**src/include/pwm_pkg.sv**
```systemverilog
// constants and carrier types for the pulse-width generator
package pwm_pkg;

  // clock
  localparam int CLK_MHZ = 100;
  localparam int CLK_NS = 10;

  // oscillator: 100 kHz nominal, +/-4 kHz jitter over 4 ms
  localparam int OSC_NOM_KHZ = 100;
  localparam int OSC_JIT_KHZ = 4;
  localparam int JIT_PERIOD_MS = 4;
  localparam int PERIOD_NOM = CLK_MHZ * 1000 / OSC_NOM_KHZ;
  localparam int PERIOD_MIN = CLK_MHZ * 1000 / (OSC_NOM_KHZ + OSC_JIT_KHZ);
  localparam int PERIOD_MAX = CLK_MHZ * 1000 / (OSC_NOM_KHZ - OSC_JIT_KHZ);
  localparam int JIT_HALF_CYC = JIT_PERIOD_MS * 1000 * CLK_MHZ / 2;
  localparam int JIT_SPAN = PERIOD_MAX - PERIOD_MIN;
  localparam int JIT_STEP_CYC = JIT_HALF_CYC / JIT_SPAN;

  // duty cap 0.75 as a ratio
  localparam int MAX_DUTY_NUM = 3;
  localparam int MAX_DUTY_DEN = 4;

  // leading-edge blanking, rounded up
  localparam int LEB_NORM_NS = 220;
  localparam int LEB_BURST_NS = 180;
  localparam int LEB_NORM_CYC = (LEB_NORM_NS + CLK_NS - 1) / CLK_NS;
  localparam int LEB_BURST_CYC = (LEB_BURST_NS + CLK_NS - 1) / CLK_NS;

  // long timers
  localparam int SOFT_START_MS = 10;
  localparam int BLANK_MS = 20;
  localparam int SPIKE_MS = 30;
  localparam int MS_CYC = CLK_MHZ * 1000;
  localparam int SOFT_START_CYC = SOFT_START_MS * MS_CYC;
  localparam int BLANK_CYC = BLANK_MS * MS_CYC;
  localparam int SPIKE_CYC = SPIKE_MS * MS_CYC;

  // extension counter
  localparam int EXT_COUNT = 256;
  localparam int TW = 24;
  localparam int PW = 12;

  // synchronised comparator events
  typedef struct packed {
    logic reg_cmp;
    logic soft_cmp;
    logic peak_cmp;
    logic burst_cmp;
    logic fb_burst_low;
    logic overload;
    logic blank_upper;
    logic blank_lower;
  } cmp_in_type;

  // blanking pin drive
  typedef struct packed {
    logic charge;
    logic discharge;
  } blank_drv_type;

  typedef enum logic [1:0] {
    OL_IDLE = 2'b00,
    OL_BASE = 2'b01,
    OL_EXT = 2'b11,
    OL_SPIKE = 2'b10
  } ol_state_type;

endpackage

```
**src/design/jitter_osc.sv**
```systemverilog
// jittered oscillator with duty-cycle cap
`timescale 1ns/1ps
`default_nettype none
module jitter_osc
(
  // clock and reset
  input wire logic clk_i,
  input wire logic rst_i,
  // control
  input wire logic jitter_en_i,
  // outputs
  output logic cycle_start_o,
  output logic max_on_o
);
  import pwm_pkg::*;

  logic [pwm_pkg::PW-1:0] cnt_q;
  logic [pwm_pkg::PW-1:0] period_q;
  logic [pwm_pkg::PW-1:0] on_lim_q;
  logic [pwm_pkg::TW-1:0] step_q;
  logic up_q;
  logic bump_q;
  logic [pwm_pkg::PW-1:0] period_d;
  logic wrap;

  assign wrap = (cnt_q >= period_q - 1'b1);

  // ------------------------------------------------------------
  // period counter
  // ------------------------------------------------------------
  always_ff @(posedge clk_i or posedge rst_i)
  begin
    if (rst_i)
    begin
      cnt_q <= '0;
      cycle_start_o <= 1'b0;
      max_on_o <= 1'b0;
    end
    else
    begin
      cnt_q <= wrap ? '0 : cnt_q + 1'b1;
      cycle_start_o <= wrap;
      // cap on-time at 3/4 of the period
      max_on_o <= wrap || (cnt_q + 1'b1 < on_lim_q);
    end
  end

  // ------------------------------------------------------------
  // triangular period sweep
  // ------------------------------------------------------------
  // sweep steps only change the period at a wrap so each cycle stays whole; jitter off forces nominal at once
  always_comb
  begin
    period_d = period_q;
    if (bump_q && up_q && period_q < PW'(PERIOD_MAX))
      period_d = period_q + 1'b1;
    else if (bump_q && !up_q && period_q > PW'(PERIOD_MIN))
      period_d = period_q - 1'b1;
  end

  always_ff @(posedge clk_i or posedge rst_i)
  begin
    if (rst_i)
    begin
      period_q <= PW'(PERIOD_NOM);
      on_lim_q <= PW'(PERIOD_NOM * MAX_DUTY_NUM / MAX_DUTY_DEN);
      step_q <= '0;
      up_q <= 1'b1;
      bump_q <= 1'b0;
    end
    else if (!jitter_en_i)
    begin
      period_q <= PW'(PERIOD_NOM);
      on_lim_q <= PW'(PERIOD_NOM * MAX_DUTY_NUM / MAX_DUTY_DEN);
      step_q <= '0;
      bump_q <= 1'b0;
    end
    else
    begin
      step_q <= (step_q >= TW'(JIT_STEP_CYC - 1)) ? '0 : step_q + 1'b1;
      if (wrap)
      begin
        period_q <= period_d;
        // limit follows the period of the cycle that starts now
        on_lim_q <= PW'((32'(period_d) * MAX_DUTY_NUM) / MAX_DUTY_DEN);
        bump_q <= 1'b0;
        if (bump_q && up_q && period_q >= PW'(PERIOD_MAX))
          up_q <= 1'b0;
        else if (bump_q && !up_q && period_q <= PW'(PERIOD_MIN))
          up_q <= 1'b1;
      end
      if (step_q >= TW'(JIT_STEP_CYC - 1))
        bump_q <= 1'b1;
    end
  end
endmodule
`default_nettype wire

```
**src/design/pwm_limit_blanking.sv**
```systemverilog
// current-mode pulse generator with limiting and overload blanking
// Behaviour
// - cycle pulses at 100 kHz, swept +/-4 kHz over a 4 ms period
// - jitter only after soft start ends; nominal rate before
// - on-time never exceeds 0.75 of the period
// - latch set by cycle pulse, cleared by first of three comparators
// - cleared latch turns gate drive off at once
// - gate held low while supply is under lockout
// - peak comparator above threshold clears latch immediately
// - sense ignored 220 ns after turn-on, 180 ns in burst
// - blanking gates peak, burst comparators and sense amplifier alike
// - burst comparator enabled only in burst, limiting peak current
// - threshold dynamic for steeper slope, normal and burst limits
// - burst or restart needs condition held for 20 ms
// - only overload blanking extendable, only with capacitor present
// - extended: charge to upper, discharge to lower, count uppers
// - extension output high after 256 charge cycles
// - base and extension high: 30 ms spike blank, then restart
// - soft start ends 10 ms after switch-on
// - burst entry needs feedback low full 20 ms, else restart count
`timescale 1ns/1ps
`default_nettype none
module pwm_limit_blanking
#(
  parameter int SOFT_START_CYC = pwm_pkg::SOFT_START_CYC,
  parameter int BLANK_CYC = pwm_pkg::BLANK_CYC,
  parameter int SPIKE_CYC = pwm_pkg::SPIKE_CYC
)
(
  // clock and reset
  input wire logic clk_i,
  input wire logic rst_i,
  // supply and option inputs
  input wire logic supply_ok_i,
  input wire logic ext_cap_present_i,
  // comparator events
  input wire pwm_pkg::cmp_in_type cmp_i,
  // gate and sense
  output logic gate_o,
  output logic sense_enable_o,
  // blanking pin switches
  output pwm_pkg::blank_drv_type blank_drv_o,
  // mode outputs
  output logic soft_start_o,
  output logic burst_o,
  output logic restart_o,
  output logic ext_done_o
);
  import pwm_pkg::*;

  logic cycle_start;
  logic max_on;
  logic jitter_en;
  logic [TW-1:0] ss_cnt_q;
  logic [TW-1:0] burst_cnt_q;
  logic [TW-1:0] ol_cnt_q;
  logic [8:0] ext_cnt_q;
  logic [5:0] leb_cnt_q;
  logic gate_latch_q;
  logic leb_active;
  logic peak_trip;
  logic burst_trip;
  logic clear_ev;
  logic [5:0] leb_len;
  ol_state_type ol_q;

  // ------------------------------------------------------------
  // oscillator
  // ------------------------------------------------------------
  assign jitter_en = ~soft_start_o;

  jitter_osc u_osc
  (
    .clk_i(clk_i),
    .rst_i(rst_i),
    .jitter_en_i(jitter_en),
    .cycle_start_o(cycle_start),
    .max_on_o(max_on)
  );

  // ------------------------------------------------------------
  // soft start timer
  // ------------------------------------------------------------
  // restarts from zero on every lockout and every restart attempt
  always_ff @(posedge clk_i or posedge rst_i)
  begin
    if (rst_i)
    begin
      ss_cnt_q <= '0;
      soft_start_o <= 1'b1;
    end
    else if (!supply_ok_i || restart_o)
    begin
      ss_cnt_q <= '0;
      soft_start_o <= 1'b1;
    end
    else if (ss_cnt_q < TW'(SOFT_START_CYC - 1))
    begin
      ss_cnt_q <= ss_cnt_q + 1'b1;
      soft_start_o <= 1'b1;
    end
    else
      soft_start_o <= 1'b0;
  end

  // ------------------------------------------------------------
  // leading-edge blanking and current limits
  // ------------------------------------------------------------
  assign leb_len = burst_o ? 6'(LEB_BURST_CYC) : 6'(LEB_NORM_CYC);
  // blanking starts with the set pulse itself
  assign leb_active = (leb_cnt_q != '0) || cycle_start;
  // comparators arrive with a slope-dependent threshold already applied
  assign peak_trip = cmp_i.peak_cmp && !leb_active;
  assign burst_trip = cmp_i.burst_cmp && burst_o && !leb_active;
  assign clear_ev = peak_trip || burst_trip || !max_on
    || (cmp_i.reg_cmp && !leb_active)
    || (cmp_i.soft_cmp && soft_start_o && !leb_active);

  always_ff @(posedge clk_i or posedge rst_i)
  begin
    if (rst_i)
      leb_cnt_q <= '0;
    else if (cycle_start && supply_ok_i)
      leb_cnt_q <= leb_len;
    else if (leb_cnt_q != '0)
      leb_cnt_q <= leb_cnt_q - 1'b1;
  end

  always_ff @(posedge clk_i or posedge rst_i)
  begin
    if (rst_i)
      sense_enable_o <= 1'b0;
    else
      sense_enable_o <= gate_latch_q && !leb_active;
  end

  // ------------------------------------------------------------
  // gate latch
  // ------------------------------------------------------------
  // the latch register itself drives the pin, so clear shows at once
  always_ff @(posedge clk_i or posedge rst_i)
  begin
    if (rst_i)
      gate_latch_q <= 1'b0;
    else if (!supply_ok_i || restart_o)
      gate_latch_q <= 1'b0;
    else if (clear_ev)
      gate_latch_q <= 1'b0;
    else if (cycle_start)
      gate_latch_q <= 1'b1;
  end

  assign gate_o = gate_latch_q;

  // ------------------------------------------------------------
  // burst entry blanking
  // ------------------------------------------------------------
  always_ff @(posedge clk_i or posedge rst_i)
  begin
    if (rst_i)
    begin
      burst_cnt_q <= '0;
      burst_o <= 1'b0;
    end
    else if (!supply_ok_i)
    begin
      burst_cnt_q <= '0;
      burst_o <= 1'b0;
    end
    else if (burst_o)
      burst_cnt_q <= '0;
    else if (!cmp_i.fb_burst_low)
      burst_cnt_q <= '0;
    else if (burst_cnt_q >= TW'(BLANK_CYC - 1))
      burst_o <= 1'b1;
    else
      burst_cnt_q <= burst_cnt_q + 1'b1;
  end

  // ------------------------------------------------------------
  // overload blanking, extension and spike timers
  // ------------------------------------------------------------
  always_ff @(posedge clk_i or posedge rst_i)
  begin
    if (rst_i)
    begin
      ol_q <= OL_IDLE;
      ol_cnt_q <= '0;
      restart_o <= 1'b0;
    end
    else if (!cmp_i.overload || !supply_ok_i)
    begin
      ol_q <= OL_IDLE;
      ol_cnt_q <= '0;
      restart_o <= 1'b0;
    end
    else
    begin
      case (ol_q)
        OL_IDLE:
        begin
          ol_cnt_q <= '0;
          ol_q <= OL_BASE;
        end
        OL_BASE:
        begin
          ol_cnt_q <= ol_cnt_q + 1'b1;
          if (ol_cnt_q >= TW'(BLANK_CYC - 1))
          begin
            ol_cnt_q <= '0;
            ol_q <= ext_cap_present_i ? OL_EXT : OL_SPIKE;
          end
        end
        OL_EXT:
        begin
          if (ext_done_o)
            ol_q <= OL_SPIKE;
        end
        OL_SPIKE:
        begin
          if (ol_cnt_q >= TW'(SPIKE_CYC - 1))
            restart_o <= 1'b1;
          else
            ol_cnt_q <= ol_cnt_q + 1'b1;
        end
        default:
          ol_q <= OL_IDLE;
      endcase
    end
  end

  // charge/discharge sequencer on the blanking pin
  always_ff @(posedge clk_i or posedge rst_i)
  begin
    if (rst_i)
    begin
      blank_drv_o <= '0;
      ext_cnt_q <= '0;
      ext_done_o <= 1'b0;
    end
    else if (ol_q != OL_EXT || !cmp_i.overload)
    begin
      blank_drv_o <= '0;
      if (ol_q != OL_SPIKE || !cmp_i.overload)
      begin
        ext_cnt_q <= '0;
        ext_done_o <= 1'b0;
      end
    end
    else if (ext_done_o)
      blank_drv_o <= '0;
    else if (blank_drv_o.charge && cmp_i.blank_upper)
    begin
      blank_drv_o <= '{charge: 1'b0, discharge: 1'b1};
      ext_cnt_q <= ext_cnt_q + 1'b1;
      ext_done_o <= (ext_cnt_q + 1'b1 >= 9'(EXT_COUNT));
    end
    else if (blank_drv_o.discharge && cmp_i.blank_lower)
      blank_drv_o <= '{charge: 1'b1, discharge: 1'b0};
    else if (!blank_drv_o.charge && !blank_drv_o.discharge)
      blank_drv_o <= '{charge: 1'b1, discharge: 1'b0};
  end
endmodule
`default_nettype wire

```
**config.mk**
```make
export PLATFORM = sky130hd
export DESIGN_NAME = pwm_limit_blanking
export DESIGN_NICKNAME = d
export VERILOG_FILES = /design/src/include/pwm_pkg.sv /design/src/design/jitter_osc.sv /design/src/design/pwm_limit_blanking.sv
export SDC_FILE = /design/constraint.sdc
export NUM_CORES = 1
export LEC_CHECK = 0
export ABC_AREA = 1
export BUFFER_PORTS_ARGS = -buffer_cell sky130_fd_sc_hd__buf_2
export CORE_MARGIN = 2
export CORE_UTILIZATION = 35
export DETAILED_ROUTE_END_ITERATION = 10
export SETUP_SLACK_MARGIN = 0.2
export SYNTH_ARGS = -nofsm -noshare
export SYNTH_HDL_FRONTEND = slang
export SYNTH_HIERARCHICAL = 1
export SYNTH_SLANG_ARGS = --single-unit
```
**constraint.sdc**
```tcl
create_clock -name clk_i -period 7.2 [get_ports clk_i]
set_input_delay 0.72 -clock clk_i [delete_from_list [all_inputs] [get_ports clk_i]]
set_output_delay 0.72 -clock clk_i [all_outputs]
set_load 0.005 [all_outputs]
```
==> results of run 1 <==
[area by class of cell]
cell class              count  share of cell area
repair buffers             25              0.0118
well taps                 396              0.0417
clock buffers              22              0.0400
multi-input cells        1108               0.486
clock inverters            10              0.0125
flip-flops and latches    161               0.341
inverters                 211              0.0669
[cells by family after synthesis]
family	count (synthesis)	share of synthesized area
AOI/OAI and AO/OA	156	0.0820
xor gates and xnor gates	52	0.0422
adders and majority gates	49	0.0575
buffers and inverters	246	0.0937
DFF	161	0.375
other	1	0.000348
and+or+nand+nor	839	0.349
[per-layer routing]
metal / vias up / share of wire / track usage
met2: 182 / 0.49 / 0.278
met4: 0 / 0.014 / 0.0514
met1: 4576 / 0.47 / 0.216
li1: 4899 / - / -
met5: - / 0 / 0
met3: 27 / 0.030 / 0.0223
[through the flow]
| stage | total power, mW | util | hold slack, ns |
|---|---|---|---|
| 3_3_place_gp | 0.989 | 0.370 | 0.452 |
| 4_1_cts | 1.95 | 0.390 | 0.281 |
| 3_5_place_dp | 0.989 | 0.370 | 0.451 |
| 5_1_grt | 2.00 | 0.390 | 0.301 |
| 6_report | 1.93 | 0.390 | 0.286 |
| 2_1_floorplan | 0.970 | - | 0.433 |
[worst max-delay path by stage]
stage          slack (ns)              start  depth (start not counted)                 to
5_1_grt              2.74  u_osc/period_q[2]                         18  u_osc/on_lim_q[6]
3_5_place_dp         3.19  u_osc/period_q[2]                         18  u_osc/on_lim_q[6]
3_3_place_gp         3.28  u_osc/period_q[0]                         18  u_osc/on_lim_q[6]
6_report             3.17  u_osc/period_q[2]                         18  u_osc/on_lim_q[6]
2_1_floorplan        3.95              rst_i                          1     blank_drv_o[0]
4_1_cts              3.17  u_osc/period_q[2]                         18  u_osc/on_lim_q[6]
[synthesized netlist by cell type (4+ instances only)]
| cell type | n |
|---|---|
| nand4_1 | 37 |
| a22oi_1 | 6 |
| nand3_1 | 134 |
| ha_1 | 48 |
| inv_1 | 196 |
| nor2_2 | 4 |
| nor4_1 | 12 |
| o21ai_1 | 19 |
| nor2_1 | 176 |
| o211ai_1 | 8 |
| or2_2 | 7 |
| dfrtp_1 | 146 |
| dfstp_2 | 15 |
| nand3_2 | 7 |
| nand3b_1 | 5 |
| buf_6 | 7 |
| nor2_4 | 7 |
| buf_2 | 10 |
| nor3_1 | 47 |
| xor2_1 | 45 |
| buf_4 | 6 |
| nand2_1 | 367 |
| clkbuf_1 | 12 |
| nand2_2 | 25 |
| inv_2 | 15 |
| xnor2_1 | 7 |
| o21ai_0 | 55 |
| o22ai_1 | 9 |
| a21oi_1 | 38 |
[power by group through the flow]
stage / sequential (mW) / clock, mW / combinational [mW]
after floorplan: 0.931 / 0 / 0.0391
after global placement: 0.932 / 0 / 0.0574
after detailed placement: 0.932 / 0 / 0.0572
after CTS: 0.915 / 0.981 / 0.0577
after global routing: 0.916 / 1.02 / 0.0649
final: 0.915 / 0.956 / 0.0553
[sequential cells by signal, summed over array words and instances, names as in the netlist, 2 cells and up]
register / count
u_osc/period_q: 12
ss_cnt_q: 24
u_osc/step_q: 24
burst_cnt_q: 24
ext_cnt_q: 9
leb_cnt_q: 6
u_osc/on_lim_q: 12
ol_cnt_q: 24
blank_drv_o: 2
u_osc/cnt_q: 12
ol_q: 2
==> results.json, run 1 <==
{
  "seq_power_share": 0.475,
  "grt_max_degree": 72,
  "combPwrFrac": 0.029,
  "crit_path_frequent_cell": "nand2_1",
  "die_w_microns": 180,
  "dp_slack_ns": 3.19,
  "gp_congestion": 0.897,
  "synth_area_sq_um": 10800,
  "diodes": 0,
  "track_usage": 0.164,
  "dieArea_sq_um": 32200,
  "grt_pass1_vias": 9196,
  "leakagePower_nw": 5.72,
  "post-route-drc-count": 0,
  "fin_crit_sh": 0.560,
  "tightest_slew_ns": 0.901,
  "hold_viol_final": 0,
  "swShare": 0.222,
  "vias_per_cell": 5.01,
  "dr_total_vias": 9684,
  "clock-root-buffer": "clkbuf_16",
  "rows": 64,
  "hold_class": "in -> async",
  "start_util": 0.354,
  "period_needed_ns": 4.03,
  "multi_input_area_sq_um": 5770,
  "htree_levels": 4,
  "fillerInstances": 3208,
  "cp_num_buf_inv": 2,
  "power_density_nw_per_um2": 162,
  "core_sq_um": 30400,
  "stdcell_count": 1933,
  "worst_setup_path_start_kind": "register",
  "cts_setup_buffers": 0,
  "ant_nets": 0,
  "grt_pass1_wl_microns": 44400,
  "synth_top_area_share": 0.339,
  "cts_inserted_buffers": 17,
  "layout_common_cells": "nand2_1, inv_1, nor2_1, dfrtp_1, nand3_1",
  "yosys_warnings": 6,
  "synthFlopType": "dfrtp_1",
  "synth.area.top_cells": "dfrtp_1, nand2_1, inv_1, nand3_1, nor2_1",
  "ys_ff_latch": 161,
  "yosysSeqAreaShare": 0.375,
  "vdd_ir_drop_max_uv": 163,
  "fin_setup_tns_ns": 0,
  "first_iter_violations": 679,
  "pwr-share-clk": 0.496,
  "grt.overflow.total": 0,
  "drv_slew": 0,
  "switching_power_uw": 427,
  "fin_worst_skew_ns": 0.0116,
  "crit_type": "reg -> reg",
  "fmax_mhz": 248,
  "insertion_delay_ns": 0.43,
  "crit_arrival_ns": 4.39,
  "setup_viol_count_final": 0,
  "rrSetupSlack_ns": 3.17,
  "place_inst": 1901,
  "relSlewSlack": 0.400,
  "internal-power_mw": 1.50,
  "cts.reportedPaths.clkPinSlew_ns": 0.07,
  "finalInstanceArea_sq_um": 11900,
  "wl_per_cell_microns": 13.5,
  "outcome": "complete, no violations",
  "maxCapViolCount": 0,
  "crit_chain": "nor2_1 -> nand4_1 -> nor2_1 -> nand3_1 -> nor3_1 -> xor2_1 -> ha_1 -> nand2_1 -> nor2_1 -> nand2_1 -> o211ai_1 -> a31oi_1 -> nand2_1 -> nand2_1 -> inv_1 -> nand3_1 -> o21ai_1 -> inv_1",
  "hold_buffers": 0,
  "fin_nets": 1585,
  "synth_top_area_cell": "dfrtp_1",
  "dpl.hpwl_microns": 19400,
  "synthDistinctLibCells": 49,
  "io_buffers": 19,
  "slowest_stage": "dfrtp_1",
  "layout_commonest_cell": "nand2_1",
  "reg2regPathDepth": 18,
  "avgSynthCellArea_sq_um": 7.17,
  "cts.path.max_buffers": 2,
  "syn_inst": 1504,
  "synth_edf_count": 0,
  "cp_max_fo": 16,
  "async_reset_ff_frac": 1.00,
  "crit_path_end_kind": "register",
  "r2r-end": "u_osc/on_lim_q[6]",
  "cts_resized": 0,
  "fin_ws_ns": 3.17,
  "wirelength_microns": 26000,
  "drive_above_1_share": 0.0924,
  "rsz0062_at_grt": "no",
  "cts_sinks": 161,
  "crit_required_ns": 7.56,
  "synthToLayoutAreaGrowth_pct": 10.0,
  "drt_first_pass_iters": 7,
  "cts_tree": "built",
  "die_height_microns": 180,
  "seq_area_sq_um": 4050,
  "cp_slowest_stage_delay_ns": 0.51,
  "dpl-instance-area_sq_um": 11200,
  "timing.critical_path.max_delay_family": "simple AND/OR/NAND/NOR gates",
  "ioPinCount": 20,
  "reg2reg_from": "u_osc/period_q[2]",
  "antenna_found_initial": 0
}
Note: power is estimated with default switching activity, not from simulation.
==> run 2: changes to the inputs <==
Clock period 7.2 ns to 4.1 ns, I/O delays scaled along.
==> run 2 against run 1 <==
Effect of this change:
- utilization increased by 0.091 points
- total power increased by 78%
- routed wire length increased by 0.49%
==> results.json, run 2 (synthesized netlist as in run 1, its figures left out) <==
{
  "reg2reg_from": "u_osc/period_q[0]",
  "tightest_slew_ns": 0.783,
  "multi_input_area_sq_um": 5770,
  "dieArea_sq_um": 32200,
  "worst-path-stages": 16,
  "cts_tree": "built",
  "fin_worst_skew_ns": 0.0152,
  "synthToLayoutAreaGrowth_pct": 10.3,
  "drive_above_1_share": 0.0935,
  "dr_total_vias": 9600,
  "cts_inserted_buffers": 17,
  "internal-power_mw": 2.64,
  "clock-root-buffer": "clkbuf_16",
  "fin_setup_tns_ns": 0,
  "grt_pass1_wl_microns": 44700,
  "period_needed_ns": 3.52,
  "crit_path_end_kind": "register",
  "htree_levels": 4,
  "dpl.hpwl_microns": 19200,
  "hold_path_startpoint": "ext_cap_present_i",
  "timing.critical_path.max_delay_family": "simple AND/OR/NAND/NOR gates",
  "grt_max_degree": 50,
  "fin_crit_sh": 0.858,
  "fin_ws_ns": 0.583,
  "crit_chain": "inv_1 -> ha_1 -> nand2_4 -> nand2_1 -> nand2_1 -> nand3_2 -> nand2_1 -> nor2_1 -> a221oi_1 -> ha_1 -> a21oi_1 -> o21bai_1 -> a21oi_1 -> nand4_1 -> nand3_1 -> nand2_1",
  "crit_type": "reg -> reg",
  "rrSetupSlack_ns": 0.58,
  "vias_per_cell": 4.96,
  "wirelength_microns": 26100,
  "reg2regPathDepth": 16,
  "cts.reportedPaths.clkPinSlew_ns": 0.07,
  "ant_nets": 0,
  "fin_nets": 1589,
  "crit_arrival_ns": 3.83,
  "combPwrFrac": 0.029,
  "drv_slew": 0,
  "worst_setup_path_start_kind": "register",
  "dp_slack_ns": 0.607,
  "wl_per_cell_microns": 13.5,
  "grt.overflow.total": 0,
  "leakagePower_nw": 5.72,
  "switching_power_uw": 781,
  "cts.path.max_buffers": 2,
  "cts_resized": 0,
  "insertion_delay_ns": 0.43,
  "layout_commonest_cell": "nand2_1",
  "power_density_nw_per_um2": 288,
  "hold_viol_final": 0,
  "core_sq_um": 30400,
  "seq_power_share": 0.470,
  "cp_num_buf_inv": 1,
  "r2r-end": "u_osc/on_lim_q[10]",
  "antenna_found_initial": 0,
  "rows": 64,
  "gp_congestion": 0.910,
  "drt_first_pass_iters": 5,
  "post-route-drc-count": 0,
  "maxCapViolCount": 0,
  "diodes": 0,
  "track_usage": 0.165,
  "cp_max_fo": 14,
  "cts_sinks": 161,
  "relSlewSlack": 0.477,
  "min_to": "ol_q[0]",
  "die_height_microns": 180,
  "hold_class": "in -> reg",
  "crit_path_frequent_cell": "nand2_1",
  "fmax_mhz": 284,
  "cp_slowest_stage_delay_ns": 0.43,
  "die_w_microns": 180,
  "layout_common_cells": "nand2_1, inv_1, nor2_1, dfrtp_1, nand3_1",
  "slowest_stage": "a221oi_1",
  "first_iter_violations": 618,
  "hold_path_depth": 3,
  "outcome": "complete, no violations",
  "vdd_ir_drop_max_uv": 283,
  "io_buffers": 19,
  "fillerInstances": 3179,
  "rsz0062_at_grt": "no",
  "ioPinCount": 20,
  "seq_area_sq_um": 4050,
  "pwr-share-clk": 0.501,
  "grt_pass1_vias": 9178,
  "setup_viol_count_final": 0,
  "start_util": 0.354,
  "crit_required_ns": 4.42,
  "swShare": 0.228
}
run 2: cell types whose count changed in the layout (fill, tap and decap cells not counted):
cell,previous run,this run
bufinv_16,3,4
buf_4,6,9
inv_6,2,1
clkinvlp_4,2,4
dlygate4sd3_1,0,1
clkbuf_8,3,0
run 2: worst max path at each step:
stage                      start            endpoint
2_1_floorplan  u_osc/period_q[4]   u_osc/on_lim_q[1]
3_3_place_gp   u_osc/period_q[0]  u_osc/on_lim_q[10]
4_1_cts        u_osc/period_q[0]  u_osc/on_lim_q[10]
6_report       u_osc/period_q[0]  u_osc/on_lim_q[10]
3_5_place_dp   u_osc/period_q[0]  u_osc/on_lim_q[10]
5_1_grt        u_osc/period_q[0]  u_osc/on_lim_q[10]
run 2: routing by layer:
layer / up-vias / wire length (microns) / global-route usage
li1: 4901 / - / -
met1: 4488 / 12800 / 0.228
met2: 183 / 12200 / 0.271
met3: 28 / 886 / 0.0237
met4: 0 / 347 / 0.0468
met5: - / 0 / 0
run 2: power by group through the flow:
| stage | Clock [mW] | Sequential, mW | Combinational (mW) |
|---|---|---|---|
| 2_1_floorplan | 0 | 1.63 | 0.0687 |
| 3_3_place_gp | 0 | 1.64 | 0.102 |
| 3_5_place_dp | 0 | 1.64 | 0.103 |
| 4_1_cts | 1.76 | 1.61 | 0.104 |
| 5_1_grt | 1.83 | 1.61 | 0.117 |
| 6_report | 1.71 | 1.61 | 0.101 |
run 2: metrics by stage:
step / instance area, sq um / utilization / hold WS [ns] / total power [mW] / std cells
finish: 11900 / 0.391 / 0.260 / 3.42 / 1936
global placement: 11300 / 0.370 / 0.428 / 1.74 / 1904
detailed placement: 11300 / 0.370 / 0.436 / 1.74 / 1904
floorplan: 10800 / - / 0.433 / 1.70 / 1515
global route: 11900 / 0.391 / 0.245 / 3.55 / 1936
CTS: 11900 / 0.391 / 0.233 / 3.47 / 1936
run 2: timing repair:
item	CTS	global route
buffers inserted	0	0
hold buffers	1	0
hold endpoints to repair	23	0
run 2: worst min-delay path, stage by stage:
cell and delay [ns]:
buf_2 0.12, nand2_1 0.07, a21oi_1 0.06
run 2: layout make-up:
type                       count  area share
clock buffer                  19      0.0364
clock inverter                12      0.0156
inverter                     211      0.0668
multi-input combinational   1108       0.485
sequential                   161       0.340
tap                          396      0.0416
timing repair buffer          29      0.0145
